$ cat src/verilog/crypto_cfg_pkg.sv
// package for the crypto engine reset, enable and start-up configuration loader
// assumes one system clock; the register bus is AXI4-Lite with 32-bit data
package crypto_cfg_pkg;

    // ------------------------------------------------------------
    // register offsets (byte addresses)
    // ------------------------------------------------------------
    localparam int unsigned AXI_AW        = 8;
    localparam logic [7:0]  OFF_CTRL_LOW  = 8'h00;
    localparam logic [7:0]  OFF_CTRL_HIGH = 8'h04;
    localparam logic [7:0]  OFF_STATUS    = 8'h08;
    localparam logic [7:0]  OFF_IRQ_STAT  = 8'h0C;
    localparam logic [7:0]  OFF_IRQ_MASK  = 8'h10;
    localparam logic [7:0]  OFF_PWR       = 8'h14;
    localparam logic [7:0]  ADDR_WORD     = 8'hFC;

    // ------------------------------------------------------------
    // control low fields
    // ------------------------------------------------------------
    localparam int unsigned CL_ENGINE_ON  = 15;
    localparam int unsigned CL_IDLE_HALT  = 13;
    localparam int unsigned CL_ROLL_IE    = 12;
    localparam int unsigned CL_FINISH_IE  = 11;
    localparam int unsigned CL_FREE_IE    = 10;
    localparam int unsigned CL_GO         = 0;
    localparam logic [15:0] CTRL_LOW_RST  = 16'h0000;
    localparam logic [15:0] CTRL_LOW_WMSK = 16'hBC01;
    localparam logic [15:0] CTRL_LOW_OFF  = 16'h0001;

    // ------------------------------------------------------------
    // control high fields
    // ------------------------------------------------------------
    localparam int unsigned CH_CTR_LSB    = 8;
    localparam int unsigned CH_SKEY_SEL   = 7;
    localparam int unsigned CH_KLEN_LSB   = 5;
    localparam int unsigned CH_KEY_ERASE  = 4;
    localparam int unsigned CH_KSRC_LSB   = 0;
    localparam logic [15:0] CTRL_HIGH_RST = 16'h0000;
    localparam logic [15:0] CTRL_HIGH_WMSK = 16'h7FFF;
    localparam logic [15:0] CTRL_HIGH_OFF = 16'h0010;
    localparam logic [15:0] CTRL_HIGH_KEEP = 16'h000F;

    // ------------------------------------------------------------
    // status, interrupt and power fields
    // ------------------------------------------------------------
    localparam int unsigned ST_BUSY       = 7;
    localparam int unsigned ST_READ       = 6;
    localparam int unsigned ST_OP         = 3;
    localparam int unsigned ST_PGM_FAIL   = 2;
    localparam int unsigned ST_KEY_FAIL   = 1;
    localparam int unsigned ST_TST_PGM    = 0;
    localparam int unsigned IRQ_W         = 3;
    localparam int unsigned IRQ_LOAD      = 0;
    localparam int unsigned IRQ_DONE      = 1;
    localparam int unsigned IRQ_REFUSE    = 2;
    localparam logic [IRQ_W-1:0] IRQ_RST  = 3'h0;
    localparam int unsigned PWR_GATE      = 0;

    // ------------------------------------------------------------
    // configuration page layout and timing
    // ------------------------------------------------------------
    localparam int unsigned CFG_PAGE_W    = 2;
    localparam logic [CFG_PAGE_W-1:0] CFG_PAGE_BOOT = 2'h0;
    localparam int unsigned CFG_TEST_BIT  = 0;
    localparam int unsigned CFG_LOCK_BIT  = 1;
    localparam int unsigned CFG_KLIM_LSB  = 4;
    localparam logic [31:0] CFG_RST       = 32'h00000000;
    localparam logic [15:0] OP_CYCLES_DEF = 16'd219;
    localparam logic [1:0]  RESP_OKAY     = 2'h0;
    localparam logic [1:0]  RESP_SLVERR   = 2'h2;

    typedef struct packed {
        logic              awvalid;
        logic [AXI_AW-1:0] awaddr;
        logic              wvalid;
        logic [31:0]       wdata;
        logic [3:0]        wstrb;
        logic              bready;
        logic              arvalid;
        logic [AXI_AW-1:0] araddr;
        logic              rready;
    } axil_req_t;

    typedef struct packed {
        logic        awready;
        logic        wready;
        logic        bvalid;
        logic [1:0]  bresp;
        logic        arready;
        logic        rvalid;
        logic [31:0] rdata;
        logic [1:0]  rresp;
    } axil_rsp_t;

    typedef enum logic [2:0] {
        LD_FETCH = 3'b001,
        LD_READY = 3'b010,
        LD_HALT  = 3'b100
    } ld_state_t;

endpackage : crypto_cfg_pkg

$ cat src/verilog/crypto_cfg_loader.sv
// crypto engine control registers, gating, reset and start-up configuration load
// assumes the configuration array answers on SYS_CLK; sleep and idle pins are asynchronous
//
// Overview of operation
// - disable bit gates all engine clocks
// - gated: control writes ignored, reads invalid
// - engine runs only with disable bit cleared
// - device reset restores every control default
// - disable bit resets most control bits
// - engine off resets a further subset
// - any deactivation ends running operation
// - after reset, load configuration page zero
// - read flag set and cleared by hardware
// - operations refused until load completes
// - wake from sleep repeats the load
// - read and busy flags high while loading
// - failure flags zero while loading, derived after
// - test status zero while loading, copies after
// - sleep halts operations and resets state
//
// Implementation choices: the AXI4-Lite register port and the register offsets.
module crypto_cfg_loader
    import crypto_cfg_pkg::*;
#(
    parameter logic [15:0] OP_CYCLES = OP_CYCLES_DEF
)(
    input  wire logic              SYS_CLK,
    input  wire logic              RST_N,
    input  wire axil_req_t         S_AXI_REQ,
    output axil_rsp_t              S_AXI_RSP,
    input  wire logic              SLEEP_REQ,
    input  wire logic              IDLE_REQ,
    output logic                   CFG_RD_REQ,
    output logic [CFG_PAGE_W-1:0]  CFG_RD_PAGE,
    input  wire logic              CFG_RD_ACK,
    input  wire logic [31:0]       CFG_RD_DATA,
    output logic                   ENGINE_CLK_EN,
    output logic                   ENGINE_READY,
    output logic                   OP_BUSY,
    output logic                   IRQ
);

    // ------------------------------------------------------------
    // reset release and pin synchronisers
    // ------------------------------------------------------------
    logic [1:0] rst_q;
    logic [1:0] rst_d;
    logic       rst_n;
    logic [1:0] pin_s1_q;
    logic [1:0] pin_s2_q;
    logic [1:0] pin_s1_d;
    logic [1:0] pin_s2_d;
    always_comb begin
        rst_d    = {rst_q[0], 1'b1};
        pin_s1_d = {IDLE_REQ, SLEEP_REQ};
        pin_s2_d = pin_s1_q;
    end
    always_ff @(posedge SYS_CLK or negedge RST_N) begin
        if (!RST_N) begin
            rst_q <= 2'h0;
        end else begin
            rst_q <= rst_d;
        end
    end
    assign rst_n = rst_q[1];

    always_ff @(posedge SYS_CLK or negedge rst_n) begin
        if (!rst_n) begin
            pin_s1_q <= 2'h0;
            pin_s2_q <= 2'h0;
        end else begin
            pin_s1_q <= pin_s1_d;
            pin_s2_q <= pin_s2_d;
        end
    end

    // ------------------------------------------------------------
    // state shared between the groups
    // ------------------------------------------------------------
    ld_state_t   ld_q;
    ld_state_t   ld_d;
    logic [31:0] cfg_q;
    logic [31:0] cfg_d;
    logic        req_q;
    logic        req_d;
    logic        ld_evt;
    logic        halt;
    logic        gate_q;
    logic        gate_d;
    logic [15:0] ctrl_low_q;
    logic [15:0] ctrl_low_d;
    logic [15:0] ctrl_high_q;
    logic [15:0] ctrl_high_d;
    // idle counts as sleep only when the halt-in-idle bit is set
    assign halt = pin_s2_q[0] | (pin_s2_q[1] & ctrl_low_q[CL_IDLE_HALT]);

    // ------------------------------------------------------------
    // configuration load sequencer
    // ------------------------------------------------------------
    always_comb begin
        ld_d   = ld_q;
        cfg_d  = cfg_q;
        ld_evt = 1'b0;
        unique case (ld_q)
            LD_FETCH: begin
                if (halt) begin
                    ld_d = LD_HALT;
                end else if (req_q && CFG_RD_ACK) begin
                    cfg_d  = CFG_RD_DATA;
                    ld_d   = LD_READY;
                    ld_evt = 1'b1;
                end
            end
            LD_READY: begin
                if (halt) begin
                    ld_d = LD_HALT;
                end
            end
            LD_HALT: begin
                if (!halt) begin
                    ld_d = LD_FETCH;
                end
            end
            default: begin
                ld_d = LD_FETCH;
            end
        endcase
        // a stopped clock cannot fetch, so the request waits while gated
        req_d = (ld_d == LD_FETCH) && !gate_d;
    end
    // only the boot page is ever fetched by this sequencer
    logic [CFG_PAGE_W-1:0] page_q;
    always_ff @(posedge SYS_CLK or negedge rst_n) begin
        if (!rst_n) begin
            ld_q   <= LD_FETCH;
            cfg_q  <= CFG_RST;
            req_q  <= 1'b0;
            page_q <= CFG_PAGE_BOOT;
        end else begin
            ld_q   <= ld_d;
            cfg_q  <= cfg_d;
            req_q  <= req_d;
            page_q <= CFG_PAGE_BOOT;
        end
    end

    // ------------------------------------------------------------
    // status derived from the load
    // ------------------------------------------------------------
    logic        loaded;
    logic        key_fail;
    logic        pgm_fail;
    logic [15:0] status;
    assign loaded   = (ld_q == LD_READY);
    assign key_fail = loaded && (ctrl_high_q[CH_KSRC_LSB +: 4]
                      > cfg_q[CFG_KLIM_LSB +: 4]);
    assign pgm_fail = loaded && cfg_q[CFG_LOCK_BIT]
                      && !cfg_q[CFG_TEST_BIT];
    always_comb begin
        status              = 16'h0000;
        status[ST_BUSY]     = (ld_q == LD_FETCH);
        status[ST_READ]     = (ld_q == LD_FETCH);
        status[ST_OP]       = ctrl_low_q[CL_GO];
        status[ST_PGM_FAIL] = pgm_fail;
        status[ST_KEY_FAIL] = key_fail;
        status[ST_TST_PGM]  = loaded && cfg_q[CFG_TEST_BIT];
    end

    // ------------------------------------------------------------
    // bus slave, registers and operation timer
    // ------------------------------------------------------------
    logic              aw_q;
    logic              aw_d;
    logic [AXI_AW-1:0] awaddr_q;
    logic [AXI_AW-1:0] awaddr_d;
    logic              w_q;
    logic              w_d;
    logic [31:0]       wdata_q;
    logic [31:0]       wdata_d;
    logic [3:0]        wstrb_q;
    logic [3:0]        wstrb_d;
    axil_rsp_t         rsp_q;
    axil_rsp_t         rsp_d;
    logic [15:0]       cnt_q;
    logic [15:0]       cnt_d;
    logic [IRQ_W-1:0]  irq_st_q;
    logic [IRQ_W-1:0]  irq_st_d;
    logic [IRQ_W-1:0]  irq_msk_q;
    logic [IRQ_W-1:0]  irq_msk_d;
    logic              irq_q;
    logic              irq_d;
    logic              clk_en_q;
    logic              ready_q;
    logic              ready_d;
    function automatic logic [15:0] merge16(
        input logic [15:0] old,
        input logic [31:0] data,
        input logic [3:0]  strb,
        input logic [15:0] wmsk
    );
        logic [15:0] lanes;
        lanes = {{8{strb[1]}}, {8{strb[0]}}} & wmsk;
        return (old & ~lanes) | (data[15:0] & lanes);
    endfunction : merge16
    always_comb begin
        logic [7:0]       wa;
        logic [7:0]       ra;
        logic             wr_go;
        logic             hit;
        logic [15:0]      nl;
        logic [IRQ_W-1:0] evt;
        logic [IRQ_W-1:0] w1c;
        wa          = awaddr_q & ADDR_WORD;
        ra          = S_AXI_REQ.araddr & ADDR_WORD;
        wr_go       = aw_q && w_q && !rsp_q.bvalid;
        hit         = 1'b0;
        nl          = ctrl_low_q;
        evt         = '0;
        w1c         = '0;
        aw_d        = aw_q;
        awaddr_d    = awaddr_q;
        w_d         = w_q;
        wdata_d     = wdata_q;
        wstrb_d     = wstrb_q;
        rsp_d       = rsp_q;
        cnt_d       = cnt_q;
        gate_d      = gate_q;
        ctrl_low_d  = ctrl_low_q;
        ctrl_high_d = ctrl_high_q;
        irq_msk_d   = irq_msk_q;
        evt[IRQ_LOAD] = ld_evt;
        // operation timer: completion clears go by hardware
        if (ctrl_low_q[CL_GO]) begin
            if (cnt_q <= 16'h0001) begin
                ctrl_low_d[CL_GO] = 1'b0;
                evt[IRQ_DONE]     = 1'b1;
            end else begin
                cnt_d = cnt_q - 16'h0001;
            end
        end
        // write channels are taken independently, in either order
        if (S_AXI_REQ.awvalid && rsp_q.awready) begin
            aw_d     = 1'b1;
            awaddr_d = S_AXI_REQ.awaddr;
        end
        if (S_AXI_REQ.wvalid && rsp_q.wready) begin
            w_d     = 1'b1;
            wdata_d = S_AXI_REQ.wdata;
            wstrb_d = S_AXI_REQ.wstrb;
        end
        if (rsp_q.bvalid && S_AXI_REQ.bready) begin
            rsp_d.bvalid = 1'b0;
        end
        if (wr_go) begin
            aw_d         = 1'b0;
            w_d          = 1'b0;
            rsp_d.bvalid = 1'b1;
            if (wa == OFF_PWR) begin
                hit = 1'b1;
                if (wstrb_q[0]) begin
                    gate_d = wdata_q[PWR_GATE];
                end
            end else if (gate_q) begin
                // gated block: a register write is swallowed with an okay answer; an unmapped address gets an error
                hit = (wa == OFF_CTRL_LOW) || (wa == OFF_CTRL_HIGH)
                      || (wa == OFF_STATUS) || (wa == OFF_IRQ_STAT)
                      || (wa == OFF_IRQ_MASK);
            end else if (wa == OFF_CTRL_LOW) begin
                hit = 1'b1;
                nl  = merge16(ctrl_low_q, wdata_q, wstrb_q, CTRL_LOW_WMSK);
                if (nl[CL_GO] && !ctrl_low_q[CL_GO]) begin
                    if (loaded && nl[CL_ENGINE_ON]) begin
                        cnt_d = OP_CYCLES;
                    end else begin
                        nl[CL_GO]       = 1'b0;
                        evt[IRQ_REFUSE] = 1'b1;
                    end
                end
                ctrl_low_d = nl;
            end else if (wa == OFF_CTRL_HIGH) begin
                hit         = 1'b1;
                ctrl_high_d = merge16(ctrl_high_q, wdata_q, wstrb_q,
                                      CTRL_HIGH_WMSK);
            end else if (wa == OFF_STATUS) begin
                hit = 1'b1;
            end else if (wa == OFF_IRQ_STAT) begin
                hit = 1'b1;
                w1c = wstrb_q[0] ? wdata_q[IRQ_W-1:0] : '0;
            end else if (wa == OFF_IRQ_MASK) begin
                hit = 1'b1;
                if (wstrb_q[0]) begin
                    irq_msk_d = wdata_q[IRQ_W-1:0];
                end
            end
            rsp_d.bresp = hit ? RESP_OKAY : RESP_SLVERR;
        end
        // read channel: answer in the cycle after the address is taken
        if (rsp_q.rvalid && S_AXI_REQ.rready) begin
            rsp_d.rvalid = 1'b0;
        end
        if (S_AXI_REQ.arvalid && rsp_q.arready) begin
            rsp_d.rvalid = 1'b1;
            rsp_d.rresp  = RESP_OKAY;
            rsp_d.rdata  = 32'h00000000;
            if (ra == OFF_PWR) begin
                rsp_d.rdata[PWR_GATE] = gate_q;
            end else if (gate_q) begin
                rsp_d.rdata = 32'h00000000;
            end else if (ra == OFF_CTRL_LOW) begin
                rsp_d.rdata[15:0] = ctrl_low_q;
            end else if (ra == OFF_CTRL_HIGH) begin
                rsp_d.rdata[15:0] = ctrl_high_q;
            end else if (ra == OFF_STATUS) begin
                rsp_d.rdata[15:0] = status;
            end else if (ra == OFF_IRQ_STAT) begin
                rsp_d.rdata[IRQ_W-1:0] = irq_st_q;
            end else if (ra == OFF_IRQ_MASK) begin
                rsp_d.rdata[IRQ_W-1:0] = irq_msk_q;
            end else begin
                rsp_d.rresp = RESP_SLVERR;
            end
        end
        // deactivation paths, strongest last
        if (!ctrl_low_d[CL_ENGINE_ON]) begin
            ctrl_low_d  = ctrl_low_d & ~CTRL_LOW_OFF;
            ctrl_high_d = ctrl_high_d & ~CTRL_HIGH_OFF;
        end
        if (halt) begin
            ctrl_low_d[CL_GO] = 1'b0;
        end
        if (gate_d) begin
            // key source survives so its validity can still be checked
            ctrl_low_d  = CTRL_LOW_RST;
            ctrl_high_d = (ctrl_high_d & CTRL_HIGH_KEEP)
                          | (CTRL_HIGH_RST & ~CTRL_HIGH_KEEP);
        end
        if (!ctrl_low_d[CL_GO]) begin
            cnt_d = 16'h0000;
        end
        rsp_d.awready = !aw_d && !rsp_d.bvalid;
        rsp_d.wready  = !w_d && !rsp_d.bvalid;
        rsp_d.arready = !rsp_d.rvalid;
        // a new event wins over a clear in the same cycle
        irq_st_d = gate_q ? irq_st_q : ((irq_st_q & ~w1c) | evt);
        irq_d    = |(irq_st_d & irq_msk_d);
        ready_d  = (ld_d == LD_READY) && !gate_d
                   && ctrl_low_d[CL_ENGINE_ON];
    end
    always_ff @(posedge SYS_CLK or negedge rst_n) begin
        if (!rst_n) begin
            aw_q        <= 1'b0;
            awaddr_q    <= '0;
            w_q         <= 1'b0;
            wdata_q     <= 32'h00000000;
            wstrb_q     <= 4'h0;
            rsp_q       <= '0;
            cnt_q       <= 16'h0000;
            gate_q      <= 1'b0;
            ctrl_low_q  <= CTRL_LOW_RST;
            ctrl_high_q <= CTRL_HIGH_RST;
            irq_st_q    <= IRQ_RST;
            irq_msk_q   <= IRQ_RST;
            irq_q       <= 1'b0;
            clk_en_q    <= 1'b0;
            ready_q     <= 1'b0;
        end else begin
            aw_q        <= aw_d;
            awaddr_q    <= awaddr_d;
            w_q         <= w_d;
            wdata_q     <= wdata_d;
            wstrb_q     <= wstrb_d;
            rsp_q       <= rsp_d;
            cnt_q       <= cnt_d;
            gate_q      <= gate_d;
            ctrl_low_q  <= ctrl_low_d;
            ctrl_high_q <= ctrl_high_d;
            irq_st_q    <= irq_st_d;
            irq_msk_q   <= irq_msk_d;
            irq_q       <= irq_d;
            clk_en_q    <= !gate_d;
            ready_q     <= ready_d;
        end
    end

    // ------------------------------------------------------------
    // outputs
    // ------------------------------------------------------------
    assign S_AXI_RSP     = rsp_q;
    assign CFG_RD_REQ    = req_q;
    assign ENGINE_CLK_EN = clk_en_q;
    assign ENGINE_READY  = ready_q;
    assign OP_BUSY       = ctrl_low_q[CL_GO];
    assign IRQ           = irq_q;
    assign CFG_RD_PAGE   = page_q;

endmodule : crypto_cfg_loader

$ cat config.mk
export PLATFORM = sky130hd
export DESIGN_NAME = crypto_cfg_loader
export DESIGN_NICKNAME = d
export VERILOG_FILES = /design/src/verilog/crypto_cfg_pkg.sv /design/src/verilog/crypto_cfg_loader.sv
export SDC_FILE = /design/constraint.sdc
export NUM_CORES = 1
export LEC_CHECK = 0
export BUFFER_PORTS_ARGS = -buffer_cell sky130_fd_sc_hd__buf_2
export CAP_MARGIN = 20
export CORE_AREA = 8 8 154 156
export CTS_BUF_LIST = sky130_fd_sc_hd__clkbuf_8
export DETAILED_ROUTE_END_ITERATION = 12
export DIE_AREA = 0 0 162 164
export MAX_ROUTING_LAYER = met4
export PLACE_DENSITY = 0.53
export SYNTH_ARGS = -nofsm -noshare
export SYNTH_HDL_FRONTEND = slang
export SYNTH_SLANG_ARGS = --single-unit
$ cat constraint.sdc
create_clock -name SYS_CLK -period 5.8 [get_ports SYS_CLK]
set_clock_uncertainty 0.15 [all_clocks]
set_input_delay 0.29 -clock SYS_CLK [delete_from_list [all_inputs] [get_ports SYS_CLK]]
set_output_delay 0.29 -clock SYS_CLK [all_outputs]
set_load 0.01 [all_outputs]
## Word level (Yosys, flattened, before mapping)

Index checks and enable logic that the tools add are counted.

- Add/subtract/negate cells: 1
- $lt $le $gt $ge: 2
- Eq/ne operators: 20
- Muxes and demuxes: 97
- Bitwise logic cells: 15
- Reduce and logical (&&, ||, !) cells: 36

Operator list:

| kind | number |
|---|---|
| 16-bit 2-to-1 mux | 24 |
| 3-bit 2-to-1 mux | 26 |
| 16-bit bitwise AND | 3 |
| 35-bit 2-to-1 mux | 1 |
| 1-bit 2-to-1 mux | 34 |
| 16-bit OR | 2 |
| 6-bit by 2-bit == test with 1-bit output (second input constant) | 4 |
| 6-bit by 3-bit == test with 1-bit output (second input constant) | 4 |
| 1-bit logical AND | 19 |
| 16-bit by 15-bit bitwise AND with 16-bit output | 1 |
| 16-bit by 1-bit <= comparator with 1-bit output (second input constant) | 1 |
| 8-bit zero test | 2 |
| 2-bit 2-to-1 mux | 8 |
| 15-bit inverter with 16-bit output | 1 |
| 16-bit inverter | 1 |
| 16-bit by 1-bit subtractor with 16-bit output (second input constant) | 1 |
| 15-bit 2-to-1 mux | 1 |
| 3-bit inequality test (second input constant) | 5 |
| 6-bit by 1-bit == test with 1-bit output (second input constant) | 2 |
| 5-bit 2-to-1 mux | 2 |
| 3-bit one-hot mux with 3 select lines | 1 |
| 1-bit zero test | 8 |
| 3-bit bitwise AND | 2 |
| 3-bit by 1-bit == test with 1-bit output (second input constant) | 2 |
| 12 further kinds | 16 |

- Register bits: 145
- Input bits: 94

## Depth between registers and ports, before layout

- Depth in word-level cells: 14
- Depth in mapped cells: 8
- Gate-level depth less buffers: 7

## Worst setup path after synthesis

No wires, ideal clock.

- Path kind: flip-flop to flip-flop
- Start point: register cnt_q[3]
- End point: register cnt_q[4]
- Setup time: 0.148 ns
- Arrival time: 1.996 ns
- Data required time: 5.502 ns
- Slack: 3.506 ns
- Stages on the path, launching flop included: 8
- Cells stage by stage: dfrtp_1 -> or4_1 -> buf_2 -> nor3_4 -> a211oi_2 -> o211ai_4 -> buf_8 -> a211oi_2

- Cells in the longest elaborated chain, start to end: 11

RTL lines:

| element | line | text |
|---|---|---|
| start, declared | crypto_cfg_loader.sv:184 | `logic [15:0] cnt_q;` |
| start signal, assigned | crypto_cfg_loader.sv:373 | `cnt_q <= cnt_d;` |
| 16-bit by 1-bit <= comparator with 1-bit output | crypto_cfg_loader.sv:234 | `if (cnt_q <= 16'h0001) begin` |
| 1-bit 2-to-1 mux | crypto_cfg_loader.sv:234 |  |
| 1-bit 2-to-1 mux | crypto_cfg_loader.sv:233 | `if (ctrl_low_q[CL_GO]) begin` |
| 16-bit 2-to-1 mux | crypto_cfg_loader.sv:268 | `end else if (wa == OFF_CTRL_LOW) begin` |
| 16-bit 2-to-1 mux | crypto_cfg_loader.sv:263 | `end else if (gate_q) begin` |
| 16-bit 2-to-1 mux | crypto_cfg_loader.sv:258 | `if (wa == OFF_PWR) begin` |
| 16-bit 2-to-1 mux | crypto_cfg_loader.sv:254 | `if (wr_go) begin` |
| 16-bit 2-to-1 mux | crypto_cfg_loader.sv:324 | `if (!ctrl_low_d[CL_ENGINE_ON]) begin` |
| 1-bit 2-to-1 mux | crypto_cfg_loader.sv:328 | `if (halt) begin` |
| 16-bit 2-to-1 mux | crypto_cfg_loader.sv:331 | `if (gate_d) begin` |
| 16-bit 2-to-1 mux (*) | crypto_cfg_loader.sv:337 | `if (!ctrl_low_d[CL_GO]) begin` |
| net cnt_d[4] | crypto_cfg_loader.sv:185 | `logic [15:0] cnt_d;` |

The timed path passes the listed nets; every way through them passes the cells marked *.
A chain may end at the register's enable or synchronous reset.

## Worst setup path after layout

- Start point: register gate_q
- End point: register irq_q, in the netlist IRQ

RTL lines:

| element | line | text |
|---|---|---|
| start, declared | crypto_cfg_loader.sv:88 | `logic gate_q;` |
| start signal, assigned | crypto_cfg_loader.sv:374 | `gate_q <= gate_d;` |
| 3-bit 2-to-1 mux | crypto_cfg_loader.sv:263 |  |
| 3-bit 2-to-1 mux | crypto_cfg_loader.sv:258 |  |
| 3-bit 2-to-1 mux | crypto_cfg_loader.sv:254 |  |
| net irq_msk_d[1] | crypto_cfg_loader.sv:189 | `logic [IRQ_W-1:0] irq_msk_d;` |
| 3-bit bitwise AND | crypto_cfg_loader.sv:345 | `irq_d = \|(irq_st_d & irq_msk_d);` |
| 3-bit OR reduction | crypto_cfg_loader.sv:345 |  |
| net irq_d | crypto_cfg_loader.sv:191 | `logic irq_d;` |
| end signal, assigned | crypto_cfg_loader.sv:379 | `irq_q <= irq_d;` |
| end, declared | crypto_cfg_loader.sv:190 | `logic irq_q;` |

The timed path passes the listed nets, and every way through them passes these cells.

==> out/qor.yml <==
cp-end-kind: "register"
num_rows: 54
root_buffer: "clkbuf_8"
ys_ff_latch: 112
drt-wirelength-per-cell_um: 15.3
worstPathArrival_ns: 2.96
finalPower_mw: 2.19
synth_top_cell_area_share: 0.531
grt_max_degree: 61
hpwl_um: 9870
cts_resized: 0
fp.dieH_um: 164
slowest_stage: "nor4bb_1"
post-route-period-util: 0.493
async_reset_ff_frac: 1.00
via_per_inst: 4.57
ys_seq_area_frac: 0.536
start_util: 0.245
vdd_drop_max_uv: 205
path_max_fanout: 10
slowest_delay_ns: 0.68
clock_sinks: 112
num-nets-final: 662
setup_viol: 0
drt_iter0_drc: 242
drive_above_1_share: 0.272
cts_buffer_depth: 2
routabilityCongestion: 0.816
synthMostInstantiatedCell: "dfrtp_1"
drc: 0
fin_crit_ns: 2.86
grt_first_pass_wirelength_um: 21200
core_um2: 21400
clock_latency_ns: 0.39
ant_nets: 0
hold_viol_final: 0
ys_types: 65
synth_edf_count: 0
grt_pass1_vias: 3983
finalWirelength_um: 12900
outcome: "completed"
path_cells: "nor4bb_1 > clkbuf_2 > nand4_1 > mux2_2 > a21boi_0 > a221o_1"
synth.area.top_cells: "dfrtp_1 53%, mux2_2 8.0%, a22o_1 3.5%"
grt_overflow: 0
slew_headroom: 0.381
n_antenna_cell: 0
synth_ff_type: "dfrtp_1"
worstSetupPathType: "reg2reg"
io_pins: 142
port_buffers: 73
firstDrtPassIters: 5
yosys_warnings: 0
numCtsBuffers: 9
vias: 3867
netlist_area_um2: 5230
synth_top_cell_by_area: "dfrtp_1"
netlist_instances: 455
clkTransAtPathRegs_ns: 0.11
avgSynthCellArea_um2: 11.5
worst_ep_required_time_ns: 5.90
hold_path.class: "in2reg"
rsz0062_at_grt: "false"
setup-tns-final_ns: 0
finalMaxSlewViolations: 0
fmax_mhz: 350
maxCapViolations: 0
startpoint_type: "register"
htreeDepth: 3
fp.dieW_um: 162
power.density_nw_per_um2: 343
cts_tree: "built"
grt_usage: 0.103
worstMarginPinSlew_ns: 0.927
p_leak_nw: 2.86
antenna_found_initial: 0
yosys-top-cells-count: "111 x dfrtp_1, 37 x mux2_2, 28 x nand2_1"
area_growth_pct: 21.9
dieArea_um2: 26600
## cells by family after synthesis
| group | count (synthesis) | synth area share |
|---|---|---|
| xor+xnor | 7 | 0.0117 |
| compound gates | 93 | 0.131 |
| mux | 41 | 0.0873 |
| buf+inv | 56 | 0.0577 |
| fa+ha+maj | 6 | 0.0144 |
| simple gates | 138 | 0.160 |
| other cells | 2 | 0.00144 |
| flops | 112 | 0.536 |
## metal layers
layer | GRT usage | vias up | wire (µm)
met5 | - | - | 0
li1 | - | 1835 | -
met1 | 0.132 | 1941 | 6120
met3 | 0.0261 | 7 | 622
met2 | 0.160 | 84 | 6080
met4 | 0.0248 | 0 | 116
## worst max-delay path: cells and delay by family, from the launching register on
kind	cells	cell delay [ns]
and+or+nand+nor	2	0.93
buffers and inverters	1	0.29
muxes	1	0.36
AOI/OAI and AO/OA	2	0.44
DFF	1	0.56
## where the power goes
part / internal, mW / switching (mW)
clock: 0.204 / 0.270
sequential: 0.986 / 0.191
combinational: 0.279 / 0.258
## worst paths after layout
kind	from	slack, ns	cells after the start	endpoint
max	gate_q	2.94	6	IRQ
min	S_AXI_REQ[10]	0.03	3	S_AXI_RSP[40]
max reg2reg	gate_q	2.94	6	IRQ
min reg2reg	rst_q[1]	0.21	0	awaddr_q[4]
max in group asynchronous	rst_q[1]	4.04	1	irq_msk_q[0]
min in group asynchronous	RST_N	0.08	2	rst_q[1]
## metrics by stage
step | worst slack [ns] | hold slack, ns | utilization | instances | cell area [µm²]
CTS | 2.56 | 0.00891 | 0.298 | 846 | 6370
global route | 2.78 | 0.0161 | 0.299 | 847 | 6380
global placement | 2.69 | -0.0733 | 0.273 | 795 | 5820
floorplan | 2.30 | -0.156 | - | 474 | 5300
detailed placement | 2.58 | -0.0743 | 0.273 | 795 | 5820
finish | 2.94 | 0.0350 | 0.299 | 847 | 6380
## layout by cell type, fill, tap and decap left out, types with 6 or more instances in the layout
cell type,n
dlygate4sd3_1,35
a21oi_1,18
a22o_1,21
o21ai_0,13
nor2_1,19
xnor2_1,7
nor3_1,18
inv_1,20
nor3_2,7
or3_1,6
a211oi_1,6
buf_2,73
clkbuf_8,9
nor2b_1,7
mux2_2,37
ha_1,6
nand4_1,12
nand2_1,28
dfrtp_1,110
conb_1,21
## cell type report
| type | count | area [µm²] |
|---|---|---|
| Clock buffer | 9 | 124 |
| Clock inverter | 7 | 76.3 |
| Fill cell | 2223 | 15000 |
| Inverter | 21 | 78.8 |
| Multi-Input combinational cell | 306 | 2200 |
| Sequential cell | 112 | 2810 |
| Tap cell | 280 | 350 |
| Timing Repair Buffer | 112 | 743 |
## flip-flops by register name (all words and copies together) (netlist names), 2 cells and up
signal,cells
ld_q,3
cfg_q,6
ctrl_low_q,6
pin_s2_q,2
cnt_q,16
awaddr_q,6
S_AXI_RSP,23
irq_st_q,3
ctrl_high_q,15
irq_msk_q,3
pin_s1_q,2
wdata_q,16
rst_q,2
wstrb_q,2
## what timing repair did
item	CTS	global route
hold endpoints to repair	37	0
hold buffers	35	0
buffers inserted	0	0
Note: power is estimated with default switching activity, not from simulation.
